`src/rtl/gpmi_pkg.sv`:
```
// Constants, register indices and mode codes of the four-port pin block
//==============================================================================
// Behaviour
// Thirty-two pins as four eight-pin ports
// Four control bits select each pin's mode
// Data register reads return sampled pin levels
// Reset leaves every pin a plain input
// Mode 1 drives data bit push-pull
// Mode 2 input, output tristated, data ignored
// Mode 3 open-drain: zero drives low
// Mode 4 open-source: one drives high
// Reserved mode 5 stays tristated
// Mode 6 interrupts on both edges
// Dual-edge: writing one clears the request
// Software sets data bit before edge modes
// Mode 7 on C, D hands pin to alternate
// Mode 7 on A, B acts as mode 2
// Mode 8 requests while level equals data bit
// Level held two samples; request follows level
// Mode 9 single edge chosen by data bit
// Single-edge request held until one written
// Each pin has its own request output
// Edges found from successive pin samples
//==============================================================================
package gpmi_pkg;

  //============================================================================
  // Geometry
  localparam int PORTS          = 4;
  localparam int PINS_PER_PORT  = 8;
  localparam int PINS           = 32;
  localparam int ALT_PORT_FIRST = 2;
  localparam int ALT_PINS       = 16;

  //============================================================================
  // Register indices; byte address is four times the index
  localparam int ADDR_W   = 12;
  localparam int ADDR_LSB = 2;
  localparam logic [9:0] IDX_DATA_A    = 10'h096;
  localparam logic [9:0] IDX_DIR_A     = 10'h097;
  localparam logic [9:0] IDX_MODE_LO_A = 10'h098;
  localparam logic [9:0] IDX_MODE_HI_A = 10'h099;
  localparam logic [9:0] IDX_DATA_B    = 10'h09A;
  localparam logic [9:0] IDX_DIR_B     = 10'h09B;
  localparam logic [9:0] IDX_MODE_LO_B = 10'h09C;
  localparam logic [9:0] IDX_MODE_HI_B = 10'h09D;
  localparam logic [9:0] IDX_DATA_C    = 10'h09E;
  localparam logic [9:0] IDX_DIR_C     = 10'h09F;
  localparam logic [9:0] IDX_MODE_LO_C = 10'h0A0;
  localparam logic [9:0] IDX_MODE_HI_C = 10'h0A1;
  localparam logic [9:0] IDX_DATA_D    = 10'h0A2;
  localparam logic [9:0] IDX_DIR_D     = 10'h0A3;
  localparam logic [9:0] IDX_MODE_LO_D = 10'h0A4;
  localparam logic [9:0] IDX_MODE_HI_D = 10'h0A5;
  localparam logic [3:0][9:0] IDX_DATA    = {IDX_DATA_D, IDX_DATA_C, IDX_DATA_B, IDX_DATA_A};
  localparam logic [3:0][9:0] IDX_DIR     = {IDX_DIR_D, IDX_DIR_C, IDX_DIR_B, IDX_DIR_A};
  localparam logic [3:0][9:0] IDX_MODE_LO = {IDX_MODE_LO_D, IDX_MODE_LO_C, IDX_MODE_LO_B, IDX_MODE_LO_A};
  localparam logic [3:0][9:0] IDX_MODE_HI = {IDX_MODE_HI_D, IDX_MODE_HI_C, IDX_MODE_HI_B, IDX_MODE_HI_A};

  //============================================================================
  // Reset values
  localparam logic [7:0]  RST_DATA    = 8'h00;
  localparam logic [7:0]  RST_DIR     = 8'hFF;
  localparam logic [7:0]  RST_MODE_LO = 8'h00;
  localparam logic [7:0]  RST_MODE_HI = 8'h00;
  localparam logic [31:0] READ_ZERO   = 32'h0000_0000;

  //============================================================================
  // Pin configuration: {mode_select_high, mode_select_low, pin_direction}
  typedef enum logic [2:0] {
    CFG_PUSH_PULL  = 3'b000,
    CFG_INPUT      = 3'b001,
    CFG_OPEN_DRAIN = 3'b010,
    CFG_OPEN_SRC   = 3'b011,
    CFG_DUAL_EDGE  = 3'b100,
    CFG_ALTERNATE  = 3'b101,
    CFG_LEVEL      = 3'b110,
    CFG_ONE_EDGE   = 3'b111
  } gpmi_cfg_t;

endpackage : gpmi_pkg

```
`src/rtl/gpmi_port_top.sv`:
```
// Four eight-pin ports with APB register access
//
// Local design decisions: register access over APB and the placing of the registers.
`timescale 1ns/1ns
module gpmi_port_top (
  input  wire logic        ref_clk,
  input  wire logic        reset_n,
  input  wire logic        psel,
  input  wire logic        penable,
  input  wire logic        pwrite,
  input  wire logic [11:0] paddr,
  input  wire logic [31:0] pwdata,
  output logic      [31:0] prdata,
  output logic             pready,
  output logic             pslverr,
  input  wire logic [31:0] pinIn,
  output logic      [31:0] pinOut,
  output logic      [31:0] pinOe,
  input  wire logic [15:0] altOut,
  input  wire logic [15:0] altOe,
  output logic      [31:0] irqReq
);

  //============================================================================
  // State
  typedef struct packed {
    logic [3:0][7:0] data;
    logic [3:0][7:0] dir;
    logic [3:0][7:0] modeLo;
    logic [3:0][7:0] modeHi;
    logic [31:0]     rdData;
    logic            slvErr;
  } gpmi_regs_t;

  gpmi_regs_t state;
  gpmi_regs_t next_state;
  logic [9:0]      idx;
  logic            aligned;
  logic            setup;
  logic            access;
  logic [3:0]      hitData;
  logic [3:0]      hitDir;
  logic [3:0]      hitModeLo;
  logic [3:0]      hitModeHi;
  logic [31:0]     readVal;
  logic            mapped;
  logic [3:0][7:0] clearBits;
  logic [31:0]     pinLevel;
  logic [31:0]     edgeArmed;

  assign idx = paddr[11:gpmi_pkg::ADDR_LSB];
  assign aligned = (paddr[1:0] == 2'b00);
  assign setup = psel & ~penable;
  assign access = psel & penable;
  assign pready = access;

  //============================================================================
  // Decode and next state
  always_comb
  begin
    next_state = state;
    readVal = gpmi_pkg::READ_ZERO;
    mapped = 1'b0;
    for (int p = 0; p < gpmi_pkg::PORTS; p++)
    begin
      hitData[p] = aligned && (idx == gpmi_pkg::IDX_DATA[p]);
      hitDir[p] = aligned && (idx == gpmi_pkg::IDX_DIR[p]);
      hitModeLo[p] = aligned && (idx == gpmi_pkg::IDX_MODE_LO[p]);
      hitModeHi[p] = aligned && (idx == gpmi_pkg::IDX_MODE_HI[p]);
      if (hitData[p])
      begin
        readVal[7:0] = pinLevel[p*8 +: 8];
      end
      if (hitDir[p])
      begin
        readVal[7:0] = state.dir[p];
      end
      if (hitModeLo[p])
      begin
        readVal[7:0] = state.modeLo[p];
      end
      if (hitModeHi[p])
      begin
        readVal[7:0] = state.modeHi[p];
      end
      mapped = mapped | hitData[p] | hitDir[p] | hitModeLo[p] | hitModeHi[p];
      // Ones written to an armed edge pin only clear; the stored bit stays
      clearBits[p] = (access && pwrite && hitData[p]) ? (pwdata[7:0] & edgeArmed[p*8 +: 8]) : 8'h00; // see R11
      if (access && pwrite)
      begin
        if (hitData[p])
        begin
          for (int b = 0; b < gpmi_pkg::PINS_PER_PORT; b++)
          begin
            if (!edgeArmed[p*8+b])
            begin
              next_state.data[p][b] = pwdata[b];
            end
          end
        end
        if (hitDir[p])
        begin
          next_state.dir[p] = pwdata[7:0];
        end
        if (hitModeLo[p])
        begin
          next_state.modeLo[p] = pwdata[7:0];
        end
        if (hitModeHi[p])
        begin
          next_state.modeHi[p] = pwdata[7:0];
        end
      end
    end
    // Answer captured in setup so read data leaves a flip-flop
    if (setup)
    begin
      next_state.rdData = pwrite ? gpmi_pkg::READ_ZERO : readVal;
      next_state.slvErr = ~mapped;
    end
  end

  //============================================================================
  // Registers
  always_ff @(posedge ref_clk or negedge reset_n)
  begin
    if (!reset_n)
    begin
      state.data <= {gpmi_pkg::PORTS{gpmi_pkg::RST_DATA}};
      state.dir <= {gpmi_pkg::PORTS{gpmi_pkg::RST_DIR}};
      state.modeLo <= {gpmi_pkg::PORTS{gpmi_pkg::RST_MODE_LO}};
      state.modeHi <= {gpmi_pkg::PORTS{gpmi_pkg::RST_MODE_HI}};
      state.rdData <= gpmi_pkg::READ_ZERO;
      state.slvErr <= 1'b0;
    end
    else
    begin
      state <= next_state;
    end
  end

  assign prdata = state.rdData;
  assign pslverr = state.slvErr & access;

  //============================================================================
  // Pins
  for (genvar gp = 0; gp < gpmi_pkg::PINS; gp++)
  begin : g_pin
    localparam int PORT = gp / gpmi_pkg::PINS_PER_PORT;
    localparam int BIT = gp % gpmi_pkg::PINS_PER_PORT;
    localparam bit HAS_ALT = (PORT >= gpmi_pkg::ALT_PORT_FIRST);
    gpmi_pin #(
      .HAS_ALT (HAS_ALT)
    ) u_pin (
      .ref_clk   (ref_clk),
      .reset_n   (reset_n),
      .pinIn     (pinIn[gp]),
      .modeHi    (state.modeHi[PORT][BIT]),
      .modeLo    (state.modeLo[PORT][BIT]),
      .dir       (state.dir[PORT][BIT]),
      .dataBit   (state.data[PORT][BIT]),
      .clearReq  (clearBits[PORT][BIT]),
      .altOut    (altOut[gp % gpmi_pkg::ALT_PINS]),
      .altOe     (altOe[gp % gpmi_pkg::ALT_PINS]),
      .pinOut    (pinOut[gp]),
      .pinOe     (pinOe[gp]),
      .irqReq    (irqReq[gp]),
      .pinLevel  (pinLevel[gp]),
      .edgeArmed (edgeArmed[gp])
    );
  end

endmodule : gpmi_port_top

```
`src/rtl/gpmi_pin.sv`:
```
// One port pin: sampling, drive control and interrupt request
`timescale 1ns/1ns
module gpmi_pin #(
  parameter bit HAS_ALT = 1'b0
) (
  input  wire logic ref_clk,
  input  wire logic reset_n,
  input  wire logic pinIn,
  input  wire logic modeHi,
  input  wire logic modeLo,
  input  wire logic dir,
  input  wire logic dataBit,
  input  wire logic clearReq,
  input  wire logic altOut,
  input  wire logic altOe,
  output logic      pinOut,
  output logic      pinOe,
  output logic      irqReq,
  output logic      pinLevel,
  output logic      edgeArmed
);

  //============================================================================
  // State
  typedef struct packed {
    logic sample;
    logic prev;
    logic pending;
    logic irq;
    logic drvOut;
    logic drvOe;
  } gpmi_pin_state_t;

  gpmi_pin_state_t state;
  gpmi_pin_state_t next_state;
  gpmi_pkg::gpmi_cfg_t cfg;
  logic rise;
  logic fall;
  logic hit;
  logic isEdge;
  logic levelHit;
  logic drv;
  logic oe;

  //============================================================================
  // Next state
  always_comb
  begin
    next_state = state;
    cfg = gpmi_pkg::gpmi_cfg_t'({modeHi, modeLo, dir});
    next_state.sample = pinIn;
    next_state.prev = state.sample;
    rise = state.sample & ~state.prev;
    fall = ~state.sample & state.prev;
    hit = 1'b0;
    isEdge = 1'b0;
    levelHit = 1'b0;
    drv = 1'b0;
    oe = 1'b0;
    unique case (cfg)
      gpmi_pkg::CFG_PUSH_PULL:
      begin
        oe = 1'b1;
        drv = dataBit;
      end
      gpmi_pkg::CFG_INPUT:
      begin
        oe = 1'b0;
      end
      gpmi_pkg::CFG_OPEN_DRAIN:
      begin
        oe = ~dataBit;
        drv = 1'b0;
      end
      gpmi_pkg::CFG_OPEN_SRC:
      begin
        oe = dataBit;
        drv = 1'b1;
      end
      gpmi_pkg::CFG_DUAL_EDGE:
      begin
        // Data bit 0 is the reserved mode, tristated and silent
        if (dataBit)
        begin
          isEdge = 1'b1;
          hit = rise | fall;
        end
      end
      gpmi_pkg::CFG_ALTERNATE:
      begin
        if (HAS_ALT)
        begin
          drv = altOut;
          oe = altOe;
        end
      end
      gpmi_pkg::CFG_LEVEL:
      begin
        // Two matching samples in a row, dropped once the level goes
        levelHit = (state.sample == dataBit) && (state.prev == dataBit); // see R15
      end
      gpmi_pkg::CFG_ONE_EDGE:
      begin
        isEdge = 1'b1;
        hit = dataBit ? rise : fall;
      end
    endcase
    // New edge beats a clear in the same cycle
    next_state.pending = isEdge & (hit | (state.pending & ~clearReq)); // see R11
    next_state.irq = isEdge ? next_state.pending : levelHit;
    next_state.drvOut = drv;
    next_state.drvOe = oe;
  end

  //============================================================================
  // Registers
  always_ff @(posedge ref_clk or negedge reset_n)
  begin
    if (!reset_n)
    begin
      state <= '0;
    end
    else
    begin
      state <= next_state;
    end
  end

  assign pinOut = state.drvOut;
  assign pinOe = state.drvOe;
  assign irqReq = state.irq;
  assign pinLevel = state.sample;
  assign edgeArmed = isEdge;

endmodule : gpmi_pin

```
`config.mk`:
```
export PLATFORM = sky130hd
export DESIGN_NAME = gpmi_port_top
export DESIGN_NICKNAME = d
export VERILOG_FILES = /design/src/rtl/gpmi_pkg.sv /design/src/rtl/gpmi_port_top.sv /design/src/rtl/gpmi_pin.sv
export SDC_FILE = /design/constraint.sdc
export NUM_CORES = 1
export LEC_CHECK = 0
export ABC_AREA = 0
export BUFFER_PORTS_ARGS = -buffer_cell sky130_fd_sc_hd__buf_2
export CORE_MARGIN = 5
export CORE_UTILIZATION = 55
export DETAILED_ROUTE_END_ITERATION = 8
export PLACE_DENSITY = 0.77
export SLEW_MARGIN = 20
export SYNTH_ARGS = -nofsm -noshare
export SYNTH_HDL_FRONTEND = slang
export SYNTH_SLANG_ARGS = --single-unit
```
`constraint.sdc`:
```
create_clock -name ref_clk -period 2.13 [get_ports ref_clk]
set_input_delay 0.213 -clock ref_clk [delete_from_list [all_inputs] [get_ports ref_clk]]
set_output_delay 0.213 -clock ref_clk [all_outputs]
set_load 0.05 [all_outputs]
```
== Word level (Yosys, flattened, before mapping) ==
Cells that the tools add are included.
Widths: inputs -> output; s select.
Storage, ports and cells
  output and inout bits: 130
  word-level logic and storage cells: 1309
  bits in registers: 353
  bits of input ports: 113
Cells by class
  bitwise operators: 376
  mux-type cells: 309
  equality and inequality tests: 256
  reduce and logical (&&, ||, !) cells: 130
Operators by type and width (count)
  $eq 3x3->1 const B: 112
  $eq 3x2->1 const B: 64
  $mux 8: 21
  $not 1->1: 162
  $eq 10x8->1 const B: 16
  $mux 1: 160
  $pmux 1 s2: 80
  $and 1x1->1: 131
  $logic_not 3->1: 32
  $pmux 1 s3: 32
  $reduce_and 3->1: 32
  $or 1x1->1: 79
  $eq 1x1->1: 64
  $pmux 1 s4: 16
  $logic_and 1x1->1: 53
  $and 8x8->8: 4
  $reduce_and 2->1: 12
  $logic_not 2->1: 1

== Logic depth before layout (Yosys ltp) ==
  depth after elaboration: 19
  gate-level depth with buffers: 9
  gate-level depth less buffers: 7

== Cells and area by module ==
A second synthesis with hierarchy kept.
Second synthesis, totals
  cells, all modules: 1656
  area, all modules: 17659.4 sq um
By module, submodules not included
  gpmi_port_top: seq. area each 3468.3 sq um, area an instance 7589.8 sq um, times used 1, cells an instance 696
  gpmi_pin (g_pin[16].u_pin ...): seq. area each 150.1 sq um, area an instance 326.6 sq um, times used 16, cells an instance 32
  gpmi_pin (g_pin[0].u_pin ...): seq. area each 150.1 sq um, area an instance 302.8 sq um, times used 16, cells an instance 28

== Least setup slack after synthesis ==
OpenSTA, ideal clock, no wires.
  path kind: input -> register
  start: in paddr[8]
  end: reg state[65] (netlist name)
  required time: 2.005 ns
  stages: 6
  library setup time: 0.125 ns
  slack: 0.041 ns
  arrival time: 1.964 ns
  path buffers: 2
  cell sequence: or4b_1 -> buf_6 -> nor3_1 -> and3_1 -> buf_2 -> mux2_2
Between the ends
  word-level cells in the longest chain between the ends: 3
RTL lines
  start: declaration: line gpmi_port_top.sv:11  | input wire logic [11:0] paddr,
  $eq 10x8->1: line gpmi_port_top.sv:68  | hitModeLo[p] = aligned && (idx == gpmi_pkg::IDX_MODE_LO[p]);
  $logic_and 1x1->1: line gpmi_port_top.sv:68
  $reduce_and 2->1 (no line)
No other way between the ends.
A chain may end at the register's enable or synchronous reset.

== Worst setup path in the final report ==
  start: reg state[34] (netlist name)
  end: reg state, in the netlist prdata[1]
Between the ends
  word-level cells in the longest chain between the ends: 14
RTL lines
  $mux 8: line gpmi_port_top.sv:82  | if (hitModeHi[p])
  $mux 8: line gpmi_port_top.sv:70  | if (hitData[p])
  $mux 8: line gpmi_port_top.sv:74  | if (hitDir[p])
  $mux 8: line gpmi_port_top.sv:78  | if (hitModeLo[p])
  $mux 8: line gpmi_port_top.sv:82
  $mux 8: line gpmi_port_top.sv:70
  $mux 8: line gpmi_port_top.sv:74
  $mux 8: line gpmi_port_top.sv:78
  $mux 8: line gpmi_port_top.sv:82
  $mux 8: line gpmi_port_top.sv:70
  $mux 8: line gpmi_port_top.sv:74
  $mux 8: line gpmi_port_top.sv:78
  $mux 8: line gpmi_port_top.sv:82
  $mux 8: line gpmi_port_top.sv:118  | next_state.rdData = pwrite ? gpmi_pkg::READ_ZERO : readVal;
  end signal: assignment: line gpmi_port_top.sv:138  | state <= next_state;
  end: declaration: line gpmi_port_top.sv:35  | gpmi_regs_t state;
No other way between the ends.

==> out/results.ini <==
[detailed_routing]
via_per_inst=5.82
drtIter0Drc=951
wirelength_um=49100
drcViolationCount=0
first_pass_iters=5
wl_per_cell_um=20.3
vias=14100
drtAntennaViolNets=0

[clock_network]
clk_path_buf_depth=3
clk_pin_slew_worst_paths_ns=0.06
cts_resized=0
postCtsSetupBuffers=0
htreeDepth=2
cts_buffers=36
clock-sinks=329
clock_latency_ns=0.51
clockRootBuffer=clkbuf_16
cts_tree=yes

[power_and_ir_drop]
power_mw=13.7
p_per_area_mw_per_mm2=664
irDropWorstVdd_mv=0.677
p_leak_nw=9.76

[setup_path]
max_stage_delay_ns=0.43
critPathLaunchType=register
crit_path_end_kind=register
critPathMaxFanout=2
cp.required_ns=2.52
slowest_stage=a2111oi_0
critPathKind=reg2reg
cp_cell_sequence=or2_2 -> a221oi_1 -> o22ai_1 -> a32o_1 -> a2111oi_0 -> o21ai_1
crit_arrival_ns=2.49
critical_path.top_delay_family=compound AO/OA/AOI/OAI gates
critPathBufInv=0

[synth]
ys_types=73
yosys-top-cells-count=dfrtp_1 (297), nand2_1 (220), mux2_2 (142), buf_4 (129), nor2_1 (120)
synth_edf_count=0
yosysMostFrequentCell=dfrtp_1
syn-cell-area_sq_mm=0.0176
synthTopCellsByArea=dfrtp_1 (42%), mux2_2 (9.1%), buf_4 (5.5%)
synth_ff_type=dfrtp_1
ys_seq_area_share_pct=47.0
synth.avg_cell_area_sq_um=10.0
syn_inst=1759
synth_seq_cells=329
yosysWarnings=0
yosysTopAreaCell=dfrtp_1
synth_top_cell_area_share_pct=42.2
synthArstFlopShare_pct=100

[global_route]
grt_pass1_wl_um=77000
grt_max_degree=68
grt_usage_pct=27.0
antenna_found_initial=0
overflow=0
grt_pass1_vias=14200

[sta]
timing.final.ws_setup_ns=0.0302
tightest_slew_ns=0.598
finClkSkew_ns=0.0163
hold_slack_ns=0.0159
hold_violations=0
maxSlewHeadroom_pct=59.6
tns_ns=0
fin_crit_sh_pct=98.6
rsz0062_at_grt=false
clock.fmax_ghz=0.476
finalSetupViolations=0
report.final.slew_viol_count=0
period_minus_slack_ns=2.10

[run]
drv_cap=0

[floorplanning]
die_x_um=189
chipHeight_um=189
die_area_sq_mm=0.0357
boundaryPins=243
core_sq_mm=0.0316
num_rows=65
initial_core_util_pct=55.8

[final_layout]
multi_input_area_sq_mm=0.00792
area_delta_synth_final_pct=17.2
drive_gt1_share_pct=29.2
nFillCells=2441
regArea_sq_mm=0.00827
fin_nets=2168
insertedDiodeCount=0
final_cells=2419

[placed_design]
post-dp-hpwl_um=36000
dp_cells=2320
place_worst_setup_slack_ns=-0.207
numPortBuffers=194
gp_congestion=0.980

[worst_hold_path]
hold_path.class=in2reg

[outcome]
outcome=finished, final reports clean

==> cells in the final DEF (no fill, tap or decap), types with 20 or more instances in the layout <==
cell type and count:
mux2i_1 51, nand2_1 220, dfstp_2 32, nor2_1 120, o21ai_0 76, and3_1 29
a21oi_1 89, nand2b_1 23, dlygate4sd3_1 35, o32ai_1 20, dfrtp_1 297, buf_2 193
ha_1 64, o22ai_1 60, mux2_2 142, nor2b_1 20, inv_1 75, buf_4 122
clkbuf_16 37, conb_1 24, nand3_1 25, nor3_1 33
==> metal layers <==
metal | up-vias | GRT usage [%] | share of wire [%]
li1 | 6510 | - | -
met1 | 6954 | 35.5 | 41
met2 | 502 | 46.6 | 49
met3 | 113 | 3.76 | 5.9
met4 | 0 | 8.58 | 3.4
met5 | - | 0 | 0
==> per-stage QoR <==
stage	cell area (sq um)	util [%]
after floorplan	17700	-
after global placement	19100	60.5
after detailed placement	19100	60.5
after CTS	20600	65.4
after global routing	20600	65.4
final	20600	65.4
==> repair_timing <==
item | in CTS | in global routing
endpoints found under the setup margin | 0 | 0
hold endpoints to repair | 82 | 0
hold buffers | 35 | 0
==> cell families after synthesis <==
logic type                 Yosys count  share of synthesized area (%)
DFF                                329                           47.0
AOI/OAI and AO/OA                  358                           12.9
and+or+nand+nor                    533                           14.2
xor gates and xnor gates            16                          0.796
adders and majority gates           64                           4.55
other                                1                         0.0213
buffers and inverters              265                           8.47
muxes                              193                           12.0
==> state kept, by name, indices dropped and copies added (netlist names) <==
signal and cells:
prdata 8, g_pin.u_pin.state 64, g_pin.u_pin.pinOe 32, g_pin.u_pin.irqReq 32
g_pin.u_pin.pinOut 32, g_pin.u_pin.pinLevel 32, state 129
==> power breakdown <==
group          leakage [nW]  internal (mW)  switching, mW  total [mW]
combinational          5.00          0.342          0.624       0.966
sequential             4.17           6.32          0.103        6.43
clock                 0.596           3.83           2.47        6.30
==> path summary, 6_finish.rpt <==
check                                                   start                            endpoint  slack [ns]  depth (start not counted)
min in group asynchronous                             reset_n    g_pin[24].u_pin.irqReq$_DFF_PN0_        0.24                          2
hold reg to reg            g_pin[31].u_pin.pinLevel$_DFF_PN0_  g_pin[31].u_pin.state[4]$_DFF_PN0_        0.45                          0
max in group asynchronous                             reset_n               state[97]$_DFFE_PN1P_        1.13                          3
setup reg to reg                        state[34]$_DFFE_PN0P_               prdata[1]$_DFFE_PN0P_        0.03                          6
setup / recovery                        state[34]$_DFFE_PN0P_               prdata[1]$_DFFE_PN0P_        0.03                          6
hold / removal                                      altOut[4]    g_pin[20].u_pin.pinOut$_DFF_PN0_        0.02                          2
==> final cells by class <==
cell class | instances | area share (%)
well taps | 402 | 2.44
multi-input cells | 1188 | 38.4
clock buffers | 52 | 5.15
repair buffers | 361 | 11.9
clock inverters | 12 | 0.685
flip-flops and latches | 329 | 40.1
inverters | 75 | 1.36
==> worst register-to-register path: stages, from the launching register on <==
cell and delay [ns]:
dfrtp_1 0.38, or2_2 0.30, a221oi_1 0.34, o22ai_1 0.19, a32o_1 0.25, a2111oi_0 0.43, o21ai_1 0.11
No activity file was read; power rests on OpenSTA's default activity.
